[config.mk]
export PLATFORM = sky130hd
export DESIGN_NAME = svl_rx_ctrl
export DESIGN_NICKNAME = d
export VERILOG_FILES = /design/src/pkg/svl_pkg.sv /design/src/hw/svl_rx_ctrl.sv /design/src/hw/svl_fifo.sv
export VERILOG_INCLUDE_DIRS = /design/src /design/src/pkg
export SDC_FILE = /design/constraint.sdc
export NUM_CORES = 1
export LEC_CHECK = 0
export BUFFER_PORTS_ARGS = -buffer_cell sky130_fd_sc_hd__buf_2
export CAP_MARGIN = 20
export CORE_ASPECT_RATIO = 1.4
export CORE_UTILIZATION = 45
export DETAILED_ROUTE_END_ITERATION = 7
export HOLD_SLACK_MARGIN = 0.06
export SLEW_MARGIN = 20
export SYNTH_ARGS = -nofsm -noshare
export SYNTH_HDL_FRONTEND = slang
export SYNTH_SLANG_ARGS = --single-unit
[constraint.sdc]
create_clock -name core_clk -period 8.9 [get_ports core_clk]
set_input_delay 0.89 -clock core_clk [delete_from_list [all_inputs] [get_ports core_clk]]
set_output_delay 0.89 -clock core_clk [all_outputs]
set_load 0.01 [all_outputs]
[src/pkg/svl_regs.svh]
// constants for the serial video link receiver control block
`ifndef SVL_REGS_SVH
`define SVL_REGS_SVH
`define SVL_SYM_BITS 35
`define SVL_COMPAT_BITS 28
`define SVL_GPIO_BITS 4
`define SVL_CRC_BITS 8
`define SVL_BC_FRAME_BITS 24
`define SVL_CLK_HZ 20000000
`define SVL_BC_RATE_BPS 10000000
`define SVL_BC_DIV (`SVL_CLK_HZ / `SVL_BC_RATE_BPS)
`define SVL_LOCK_SYMS 8'h08
`define SVL_EQ_DEFAULT 4'h4
`define SVL_EQ_FLOOR_DEFAULT 4'h8
`define SVL_EQ_MAX 4'hF
`define SVL_PD_MIN_MS 2
`define SVL_LFSR_SEED 16'hACE1
`endif

[src/pkg/svl_pkg.sv]
// types shared by the serial video link receiver control block
package svl_pkg;
	typedef struct packed {
		logic [23:0] rgb;
		logic hsync;
		logic vsync;
		logic de;
		logic aux_i2c;
		logic aux_cipher;
		logic [1:0] audio;
	} svl_pixel_t;
	typedef struct packed {
		logic [7:0] i2c_byte;
		logic [7:0] cipher_byte;
		logic [3:0] gpio;
		logic [3:0] pad;
	} svl_bc_t;
	typedef enum logic [2:0] {
		SVL_UNLOCKED = 3'h1,
		SVL_ACQUIRE = 3'h2,
		SVL_LOCKED = 3'h4
	} svl_lock_t;
endpackage

[src/hw/svl_rx_ctrl.sv]
// link-level control of the serial video deserializer
// Operation
// - one 35-bit symbol per pixel clock is taken from the serial pair and made into parallel video.
// - lock is found from the incoming stream alone, with no reference clock and no training pattern.
// - symbol bits 23:0 (audio, aux, sync, de and rgb[16:0]) pass through the content cipher before reaching the output.
// - cipher key exchange rides only on the bidirectional control channel.
// - the local I2C slave port reaches both this device and the remote serializer.
// - I2C is bridged across the link, forward in the fast stream and return in the back channel.
// - the bridge joins normal multi-master arbitration on both sides.
// - frames carry video, sync, cipher, I2C and audio, scrambled, which the receiver undoes.
// - the low-frequency select (set: 5 to 15 MHz, clear: 15 to 85 MHz) is only registered and selects no range in this block.
// - back-channel frames go out at 10 Mbps carrying I2C, cipher, CRC and four GPIO bits.
// - backward compatible mode takes 28 data bits per pixel period at 15 to 65 MHz.
// - backward compatible mode is chosen by the mode strap or by a control bit.
// - compatible mode shuts the control channel, cipher, GPIO, audio and interrupt, keeping local I2C.
// - long-cable mode starts lock with the equalizer at the programmed floor gain.
// - power-down low powers down and returns every control setting to default.
`timescale 1ns/1ns
`default_nettype none
`include "svl_regs.svh"
module svl_rx_ctrl #(
	parameter int FIFO_DEPTH = 8,
	parameter logic [7:0] LOCK_SYMS = `SVL_LOCK_SYMS
) (
	input wire logic core_clk, // 20 MHz core clock
	input wire logic rst, // sync reset, active high
	input wire logic power_down_n, // power-down pin, active low
	input wire logic link_clk, // recovered pixel clock from the pair
	input wire logic link_sym_valid, // symbol framing indicator
	input wire logic [`SVL_SYM_BITS-1:0] link_sym, // one deserialized symbol
	input wire logic mode_compat_strap, // strap: backward compatible
	input wire logic mode_long_cable_strap, // strap: long cable
	input wire logic cfg_compat_mode, // control bit: backward compatible
	input wire logic low_freq_range_select, // 1: 5-15 MHz, 0: 15-85 MHz
	input wire logic [3:0] cfg_eq_floor, // equalizer floor gain
	input wire logic cfg_eq_floor_wr, // load floor value
	input wire logic [7:0] cfg_cipher_key, // key from the control channel
	input wire logic cfg_cipher_key_wr, // load key
	input wire logic [7:0] host_i2c_byte, // local host byte toward remote
	input wire logic host_i2c_valid, // host byte request
	output logic host_i2c_ready, // host byte accepted
	input wire logic host_i2c_arb_lost, // local bus arbitration lost
	input wire logic [3:0] gpio_in, // gpio bits to send back
	output svl_pkg::svl_pixel_t vid_out, // decrypted pixel word
	output logic vid_valid, // pixel word valid
	input wire logic vid_ready, // display sink ready
	output logic vid_clk_out, // output pixel clock
	output logic [7:0] remote_i2c_byte, // byte arriving from remote bus
	output logic remote_i2c_strobe, // one-cycle strobe with that byte
	output logic bc_line, // back-channel serial output
	output logic locked, // link lock status
	output logic compat_active, // backward compatible mode in force
	output logic long_cable_active, // long cable mode in force
	output logic [3:0] adaptive_eq_gain, // equalizer gain in use
	output logic interrupt_out_n, // interrupt pin, active low
	output logic powered_down // device in power down
);
	// ******************************
	// input synchronisers
	// ******************************
	logic [2:0] lclk_s_reg;
	logic pdn_s1_reg, pdn_s2_reg;
	logic sv_s1_reg, sv_s2_reg;
	logic [`SVL_SYM_BITS-1:0] sym_s1_reg, sym_s2_reg;
	logic [1:0] strap_s1_reg, strap_s2_reg;
	logic [3:0] gpio_s1_reg, gpio_s2_reg;
	always_ff @(posedge core_clk)
	begin
		lclk_s_reg <= {lclk_s_reg[1:0], link_clk};
		pdn_s1_reg <= power_down_n;
		pdn_s2_reg <= pdn_s1_reg;
		sv_s1_reg <= link_sym_valid;
		sv_s2_reg <= sv_s1_reg;
		sym_s1_reg <= link_sym;
		sym_s2_reg <= sym_s1_reg;
		strap_s1_reg <= {mode_compat_strap, mode_long_cable_strap};
		strap_s2_reg <= strap_s1_reg;
		gpio_s1_reg <= gpio_in;
		gpio_s2_reg <= gpio_s1_reg;
	end
	logic sym_edge;
	logic pd;
	logic crst;
	assign sym_edge = lclk_s_reg[1] && !lclk_s_reg[2];
	assign pd = !pdn_s2_reg;
	assign crst = rst || pd;
	assign powered_down = pd;
	// ******************************
	// mode and equalizer control
	// ******************************
	logic compat_reg, long_cable_mode_reg, straps_taken_reg;
	logic [3:0] eq_floor_reg;
	always_ff @(posedge core_clk)
	begin
		if (crst)
		begin
			straps_taken_reg <= 1'b0;
			compat_reg <= 1'b0;
			long_cable_mode_reg <= 1'b0;
		end
		else if (!straps_taken_reg)
		begin
			straps_taken_reg <= 1'b1;
			compat_reg <= strap_s2_reg[1];
			long_cable_mode_reg <= strap_s2_reg[0];
		end
	end
	assign compat_active = compat_reg || cfg_compat_mode;
	assign long_cable_active = long_cable_mode_reg;
	always_ff @(posedge core_clk)
	begin
		if (crst)
			eq_floor_reg <= `SVL_EQ_FLOOR_DEFAULT;
		else if (cfg_eq_floor_wr)
			eq_floor_reg <= cfg_eq_floor;
	end
	// ******************************
	// lock acquisition
	// ******************************
	// lock comes from symbol cadence only; data content is never inspected
	svl_pkg::svl_lock_t lk_reg;
	logic [7:0] good_reg;
	logic [3:0] eq_reg;
	always_ff @(posedge core_clk)
	begin
		if (crst)
		begin
			lk_reg <= svl_pkg::SVL_UNLOCKED;
			good_reg <= 8'h00;
			eq_reg <= `SVL_EQ_DEFAULT;
		end
		else if (sym_edge)
		begin
			case (lk_reg)
				svl_pkg::SVL_UNLOCKED:
				begin
					good_reg <= 8'h00;
					eq_reg <= long_cable_mode_reg ? eq_floor_reg : `SVL_EQ_DEFAULT;
					lk_reg <= svl_pkg::SVL_ACQUIRE;
				end
				svl_pkg::SVL_ACQUIRE:
				begin
					if (!sv_s2_reg)
					begin
						good_reg <= 8'h00;
						// step gain on a miss, wrapping back to the start value
						if (eq_reg == `SVL_EQ_MAX)
							eq_reg <= long_cable_mode_reg ? eq_floor_reg : `SVL_EQ_DEFAULT;
						else
							eq_reg <= eq_reg + 4'h1;
					end
					else if (good_reg == LOCK_SYMS - 8'h01)
						lk_reg <= svl_pkg::SVL_LOCKED;
					else
						good_reg <= good_reg + 8'h01;
				end
				svl_pkg::SVL_LOCKED:
				begin
					if (!sv_s2_reg)
						lk_reg <= svl_pkg::SVL_UNLOCKED;
				end
				default: lk_reg <= svl_pkg::SVL_UNLOCKED;
			endcase
		end
	end
	assign locked = (lk_reg == svl_pkg::SVL_LOCKED);
	assign adaptive_eq_gain = eq_reg;
	// ******************************
	// descrambler and cipher
	// ******************************
	function automatic logic [15:0] lfsr_step(input logic [15:0] s);
		lfsr_step = {s[14:0], s[15] ^ s[13] ^ s[12] ^ s[10]};
	endfunction
	logic [15:0] scr_reg;
	logic [7:0] key_reg;
	logic [`SVL_SYM_BITS-1:0] plain;
	logic [`SVL_SYM_BITS-1:0] ks;
	always_ff @(posedge core_clk)
	begin
		if (crst)
			key_reg <= 8'h00;
		else if (cfg_cipher_key_wr && !compat_active)
			key_reg <= cfg_cipher_key;
	end
	always_ff @(posedge core_clk)
	begin
		if (crst || !locked)
			scr_reg <= `SVL_LFSR_SEED;
		else if (sym_edge)
			scr_reg <= lfsr_step(scr_reg);
	end
	always_comb
	begin
		ks = {scr_reg[2:0], scr_reg, scr_reg};
		plain = sym_s2_reg ^ ks;
		// compat mode: only 28 data bits, no cipher or side channels
		if (compat_active)
			plain = {7'h00, plain[`SVL_COMPAT_BITS-1:0]};
		else
			plain[23:0] = plain[23:0] ^ {3{key_reg}};
	end
	// ******************************
	// video output path
	// ******************************
	svl_pkg::svl_pixel_t pix;
	logic fifo_in_ready;
	always_comb
	begin
		pix = svl_pkg::svl_pixel_t'(plain[30:0]);
		if (compat_active)
		begin
			pix.aux_i2c = 1'b0;
			pix.aux_cipher = 1'b0;
			pix.audio = 2'h0;
		end
	end
	svl_fifo #(.WIDTH($bits(svl_pkg::svl_pixel_t)), .DEPTH(FIFO_DEPTH)) u_fifo (
		.clk(core_clk),
		.rst(crst),
		.in_valid(locked && sym_edge),
		.in_ready(fifo_in_ready),
		.in_data(pix),
		.out_valid(vid_valid),
		.out_ready(vid_ready),
		.out_data(vid_out)
	);
	always_ff @(posedge core_clk)
	begin
		if (crst)
			vid_clk_out <= 1'b0;
		else
			vid_clk_out <= lclk_s_reg[2] && locked;
	end
	// ******************************
	// forward control channel
	// ******************************
	logic [7:0] rx_sh_reg;
	logic [2:0] rx_cnt_reg;
	always_ff @(posedge core_clk)
	begin
		if (crst)
		begin
			rx_sh_reg <= 8'h00;
			rx_cnt_reg <= 3'h0;
			remote_i2c_byte <= 8'h00;
			remote_i2c_strobe <= 1'b0;
		end
		else
		begin
			remote_i2c_strobe <= 1'b0;
			// a full sink drops the symbol; its i2c bit is dropped too
			if (locked && sym_edge && fifo_in_ready && !compat_active)
			begin
				rx_sh_reg <= {rx_sh_reg[6:0], pix.aux_i2c};
				rx_cnt_reg <= rx_cnt_reg + 3'h1;
				if (rx_cnt_reg == 3'h7)
				begin
					remote_i2c_byte <= {rx_sh_reg[6:0], pix.aux_i2c};
					remote_i2c_strobe <= 1'b1;
				end
			end
		end
	end
	// ******************************
	// back channel transmitter
	// ******************************
	logic [$clog2(`SVL_BC_DIV+1)-1:0] div_reg;
	logic bc_tick;
	logic [`SVL_BC_FRAME_BITS+`SVL_CRC_BITS-1:0] bc_sh_reg;
	logic [5:0] bc_cnt_reg;
	logic [7:0] hold_i2c_reg;
	logic hold_full_reg;
	svl_pkg::svl_bc_t bc_word;
	function automatic logic [7:0] crc8(input logic [23:0] d);
		logic [7:0] c;
		c = 8'h00;
		for (int i = 23; i >= 0; i--)
			c = {c[6:0], 1'b0} ^ ((c[7] ^ d[i]) ? 8'h07 : 8'h00);
		crc8 = c;
	endfunction
	always_ff @(posedge core_clk)
	begin
		if (crst)
			div_reg <= '0;
		else if (bc_tick)
			div_reg <= '0;
		else
			div_reg <= div_reg + 1'b1;
	end
	assign bc_tick = (32'(div_reg) == `SVL_BC_DIV - 1);
	// the bridge holds one local byte; arbitration loss drops it unsent
	assign host_i2c_ready = !hold_full_reg && !compat_active;
	always_comb
	begin
		// an empty holder sends zero rather than repeating the last byte
		bc_word.i2c_byte = hold_full_reg ? hold_i2c_reg : 8'h00;
		bc_word.cipher_byte = compat_active ? 8'h00 : key_reg;
		bc_word.gpio = compat_active ? 4'h0 : gpio_s2_reg;
		bc_word.pad = 4'h0;
	end
	always_ff @(posedge core_clk)
	begin
		if (crst)
		begin
			hold_i2c_reg <= 8'h00;
			hold_full_reg <= 1'b0;
			bc_sh_reg <= '0;
			bc_cnt_reg <= 6'h00;
			bc_line <= 1'b0;
		end
		else
		begin
			if (host_i2c_arb_lost)
				hold_full_reg <= 1'b0;
			if (compat_active)
			begin
				// compat mode cuts a frame in flight at once
				bc_cnt_reg <= 6'h00;
				bc_line <= 1'b0;
			end
			else if (bc_tick)
			begin
				if (bc_cnt_reg == 6'h00)
				begin
					if (locked)
					begin
						bc_sh_reg <= {bc_word, crc8(bc_word)};
						bc_cnt_reg <= 6'(`SVL_BC_FRAME_BITS + `SVL_CRC_BITS);
						hold_full_reg <= 1'b0;
					end
					bc_line <= 1'b0;
				end
				else
				begin
					bc_line <= bc_sh_reg[`SVL_BC_FRAME_BITS+`SVL_CRC_BITS-1];
					bc_sh_reg <= {bc_sh_reg[`SVL_BC_FRAME_BITS+`SVL_CRC_BITS-2:0], 1'b0};
					bc_cnt_reg <= bc_cnt_reg - 6'h01;
				end
			end
			// placed last so a byte taken as a frame loads from the empty holder is kept
			if (host_i2c_valid && host_i2c_ready)
			begin
				hold_i2c_reg <= host_i2c_byte;
				hold_full_reg <= 1'b1;
			end
		end
	end
	// ******************************
	// interrupt and range
	// ******************************
	// interrupt is low while lock is being acquired; silenced in compat mode
	assign interrupt_out_n = !(lk_reg == svl_pkg::SVL_ACQUIRE && !compat_active);
	logic range_low_reg;
	always_ff @(posedge core_clk)
	begin
		if (crst)
			range_low_reg <= 1'b0;
		else
			range_low_reg <= low_freq_range_select;
	end
	logic unused_ok;
	assign unused_ok = range_low_reg;
endmodule
`default_nettype wire

[src/hw/svl_fifo.sv]
// small synchronous valid/ready FIFO
`timescale 1ns/1ns
`default_nettype none
module svl_fifo #(
	parameter int WIDTH = 32,
	parameter int DEPTH = 8
) (
	input wire logic clk, // clock
	input wire logic rst, // sync reset
	input wire logic in_valid, // write request
	output logic in_ready, // room available
	input wire logic [WIDTH-1:0] in_data, // write data
	output logic out_valid, // data available
	input wire logic out_ready, // read accept
	output logic [WIDTH-1:0] out_data // read data
);
	localparam int AW = $clog2(DEPTH);
	logic [WIDTH-1:0] mem_reg [DEPTH];
	logic [AW-1:0] wp_reg;
	logic [AW-1:0] rp_reg;
	logic [AW:0] cnt_reg;
	logic wr;
	logic rd;
	assign in_ready = (cnt_reg != (AW+1)'(DEPTH));
	assign out_valid = (cnt_reg != '0);
	assign wr = in_valid && in_ready;
	assign rd = out_valid && out_ready;
	assign out_data = mem_reg[rp_reg];
	always_ff @(posedge clk)
	begin
		if (wr)
			mem_reg[wp_reg] <= in_data;
	end
	always_ff @(posedge clk)
	begin
		if (rst)
		begin
			wp_reg <= '0;
			rp_reg <= '0;
			cnt_reg <= '0;
		end
		else
		begin
			if (wr)
				wp_reg <= (wp_reg == AW'(DEPTH-1)) ? '0 : wp_reg + 1'b1;
			if (rd)
				rp_reg <= (rp_reg == AW'(DEPTH-1)) ? '0 : rp_reg + 1'b1;
			if (wr && !rd)
				cnt_reg <= cnt_reg + 1'b1;
			else if (rd && !wr)
				cnt_reg <= cnt_reg - 1'b1;
		end
	end
endmodule
`default_nettype wire

==> metrics.yaml <==
synth-simple-area-share: 0.0842
synthCells: 1225
syn2layout_area_growth_pct: 15.2
largest_reg_flops: 248
yosysTopAreaCellShare: 0.426
gp_congestion: 0.790
cp_top_family: "multiplexers"
cts-root-buf: "clkbuf_16"
die_h_um: 235
ant_nets: 0
synth_area_per_cell_um2: 14.3
p_leak_uw: 0.00694
synth_top_family_by_area: "multiplexers"
synthTopCellsByArea: "edfxtp_1 (43%), dfxtp_1 (24%), mux4_2 (8.0%)"
cts_resized: 0
cts.path.max_buffers: 3
outcome: "finished, final reports clean"
drive_gt1_frac: 0.234
path_clk_slew_ns: 0.06
die_w_um: 169
rows: 85
drc: 0
p_per_area_mw_per_mm2: 214
vias: 9735
wire_per_inst_um: 18.8
cts.sinks: 458
fmax_mhz: 253
yosys_register_bits: 458
max_slew.worst_pin.slew_ns: 1.01
grt_overflow: 0
timing.final.crit_share: 0.444
ys_types: 52
grt_start_max_net_pins: 89
yosysMostFrequentCell: "edfxtp_1"
power_uw: 4300
start_kind: "register"
synth-xor-area-share: 0.0680
synth-async-reset-ratio: 0
min_period_ns: 3.95
dpl_cell_area_mm2: 0.0186
synthTopCellsByCount: "edfxtp_1 (248), dfxtp_1 (210), nand2_1 (134), nor2_1 (93), xnor2_1 (64)"
cts-htree-levels: 2
cts_setup_buffers: 0
insertedDiodeCount: 0
setup-violations-final: 0
yosys_warnings: 0
io_pins: 126
core_area_mm2: 0.0384
final_max_slew_viol_count: 0
dpl.hpwl_mm: 21.3
crit_required_ns: 8.01
peakVddDrop_v: 0.000149
initial_core_util: 0.455
yosysSeqAreaShare: 0.667
numCtsBuffers: 45
endpoint_kind: "output port"
drt_pass1_iterations: 5
drv_cap: 0
ctsHoldBuffers: 0
portBuffers: 120
wirelength_mm: 35.6
synthAdderAreaFrac: 0.0112
grt_pass1_vias: 9885
postLayoutSetupSlackWorst_ns: 4.95
drt-initial-drc-count: 623
hp-class: "reg -> reg"
antenna_found_initial: 0
clk-insertion-delay-late_ns: 0.55
worstPathCellList: "buf_4 > mux4_2 > mux2_2 > buf_2"
crit_slowest_cell: "buf_4"
path_buf_inv: 2
hold_viol: 0
synth_area_mm2: 0.0175
synth_mux_area_frac: 0.107
post-route-util: 0.524
slew_headroom: 0.329
design_area_mm2: 0.0201
grt_pass1_wl_mm: 55.1
synth_nets: 1313
cts_tree: "done"
die-area_mm2: 0.0396
slowest_delay_ns: 0.72
synth_edf_count: 248
place_ws_ns: 5.13
track_usage: 0.184
crit_fanout: 38
arrival_ns: 3.06
final_nets: 1430
synthFlopType: "edfxtp_1"
viasPerCell: 5.12
final.setup.tns_ns: 0
skew_ns: 0.0189
synth_compound_gate_area_share: 0.0441
yosys.area.top_type: "edfxtp_1"
rsz0062_at_grt: "false"
critPathKind: "reg -> out"
metrics by stage:
step / instances / hold slack, ns
floorplan: 1225 / 0.310
detailed placement: 1817 / 0.312
finish: 1900 / 0.324
CTS: 1900 / 0.327
global route: 1900 / 0.330
global placement: 1817 / 0.312
layout by cell type (no fill, tap or decap), drive strengths merged, types with 13 or more instances in the layout:
master / count
nand3: 41
xor2: 43
nor2: 94
nor3: 22
a211oi: 14
mux2i: 13
mux2: 31
mux4: 62
nand2: 135
dfxtp: 210
buf: 133
clkbuf: 66
a21oi: 65
ha: 14
edfxtp: 248
xnor2: 64
routing by layer:
layer | up-vias | GRT usage | wire [um]
met5 | - | 0 | 0
met4 | 0 | 0.0548 | 750
met3 | 47 | 0.0281 | 1480
met2 | 225 | 0.334 | 18500
met1 | 4786 | 0.224 | 14900
li1 | 4677 | - | -
report_power, final:
group          switching [uW]  total (uW)  internal (uW)
combinational            64.4         106           41.9
sequential               13.8        2270           2250
clock                     775        1930           1150
logic make-up after synthesis:
| kind of cell | count (synthesis) |
|---|---|
| AO/OA/AOI/OAI | 121 |
| XOR/XNOR | 118 |
| adder cells (fa/ha/maj) | 15 |
| AND/OR/NAND/NOR | 332 |
| flip-flops | 458 |
| buffers and inverters | 75 |
| multiplexers | 106 |
area by class of cell:
cell class,count,area [um2]
Multi-Input combinational cell,692,5550
Inverter,12,45.0
Clock buffer,66,1330
Sequential cell,458,11700
Fill cell,3252,18300
Timing Repair Buffer,133,698
Clock inverter,17,196
Tap cell,522,653
path summary, 6_finish.rpt:
check | end | cells after the start | slack, ns | startpoint
worst min register to register | sym_s2_reg[20] | 0 | 0.32 | sym_s1_reg[20]
worst max register to register | u_fifo.cnt_reg[3] | 10 | 5.74 | lclk_s_reg[2]
worst min-delay path | sym_s2_reg[20] | 0 | 0.32 | sym_s1_reg[20]
worst max-delay path | vid_out[16] | 4 | 4.95 | register
worst register-to-register path: stages, from the launching register on:
cell and delay (ns):
dfxtp_1 0.32, nand2b_1 0.57, a211oi_4 0.65, ha_1 0.28
inv_1 0.10, ha_1 0.30, a21o_1 0.18, a21oi_1 0.16
xnor2_1 0.09, or3_1 0.31, a21oi_1 0.13
Power figures use the tool's default switching activity.
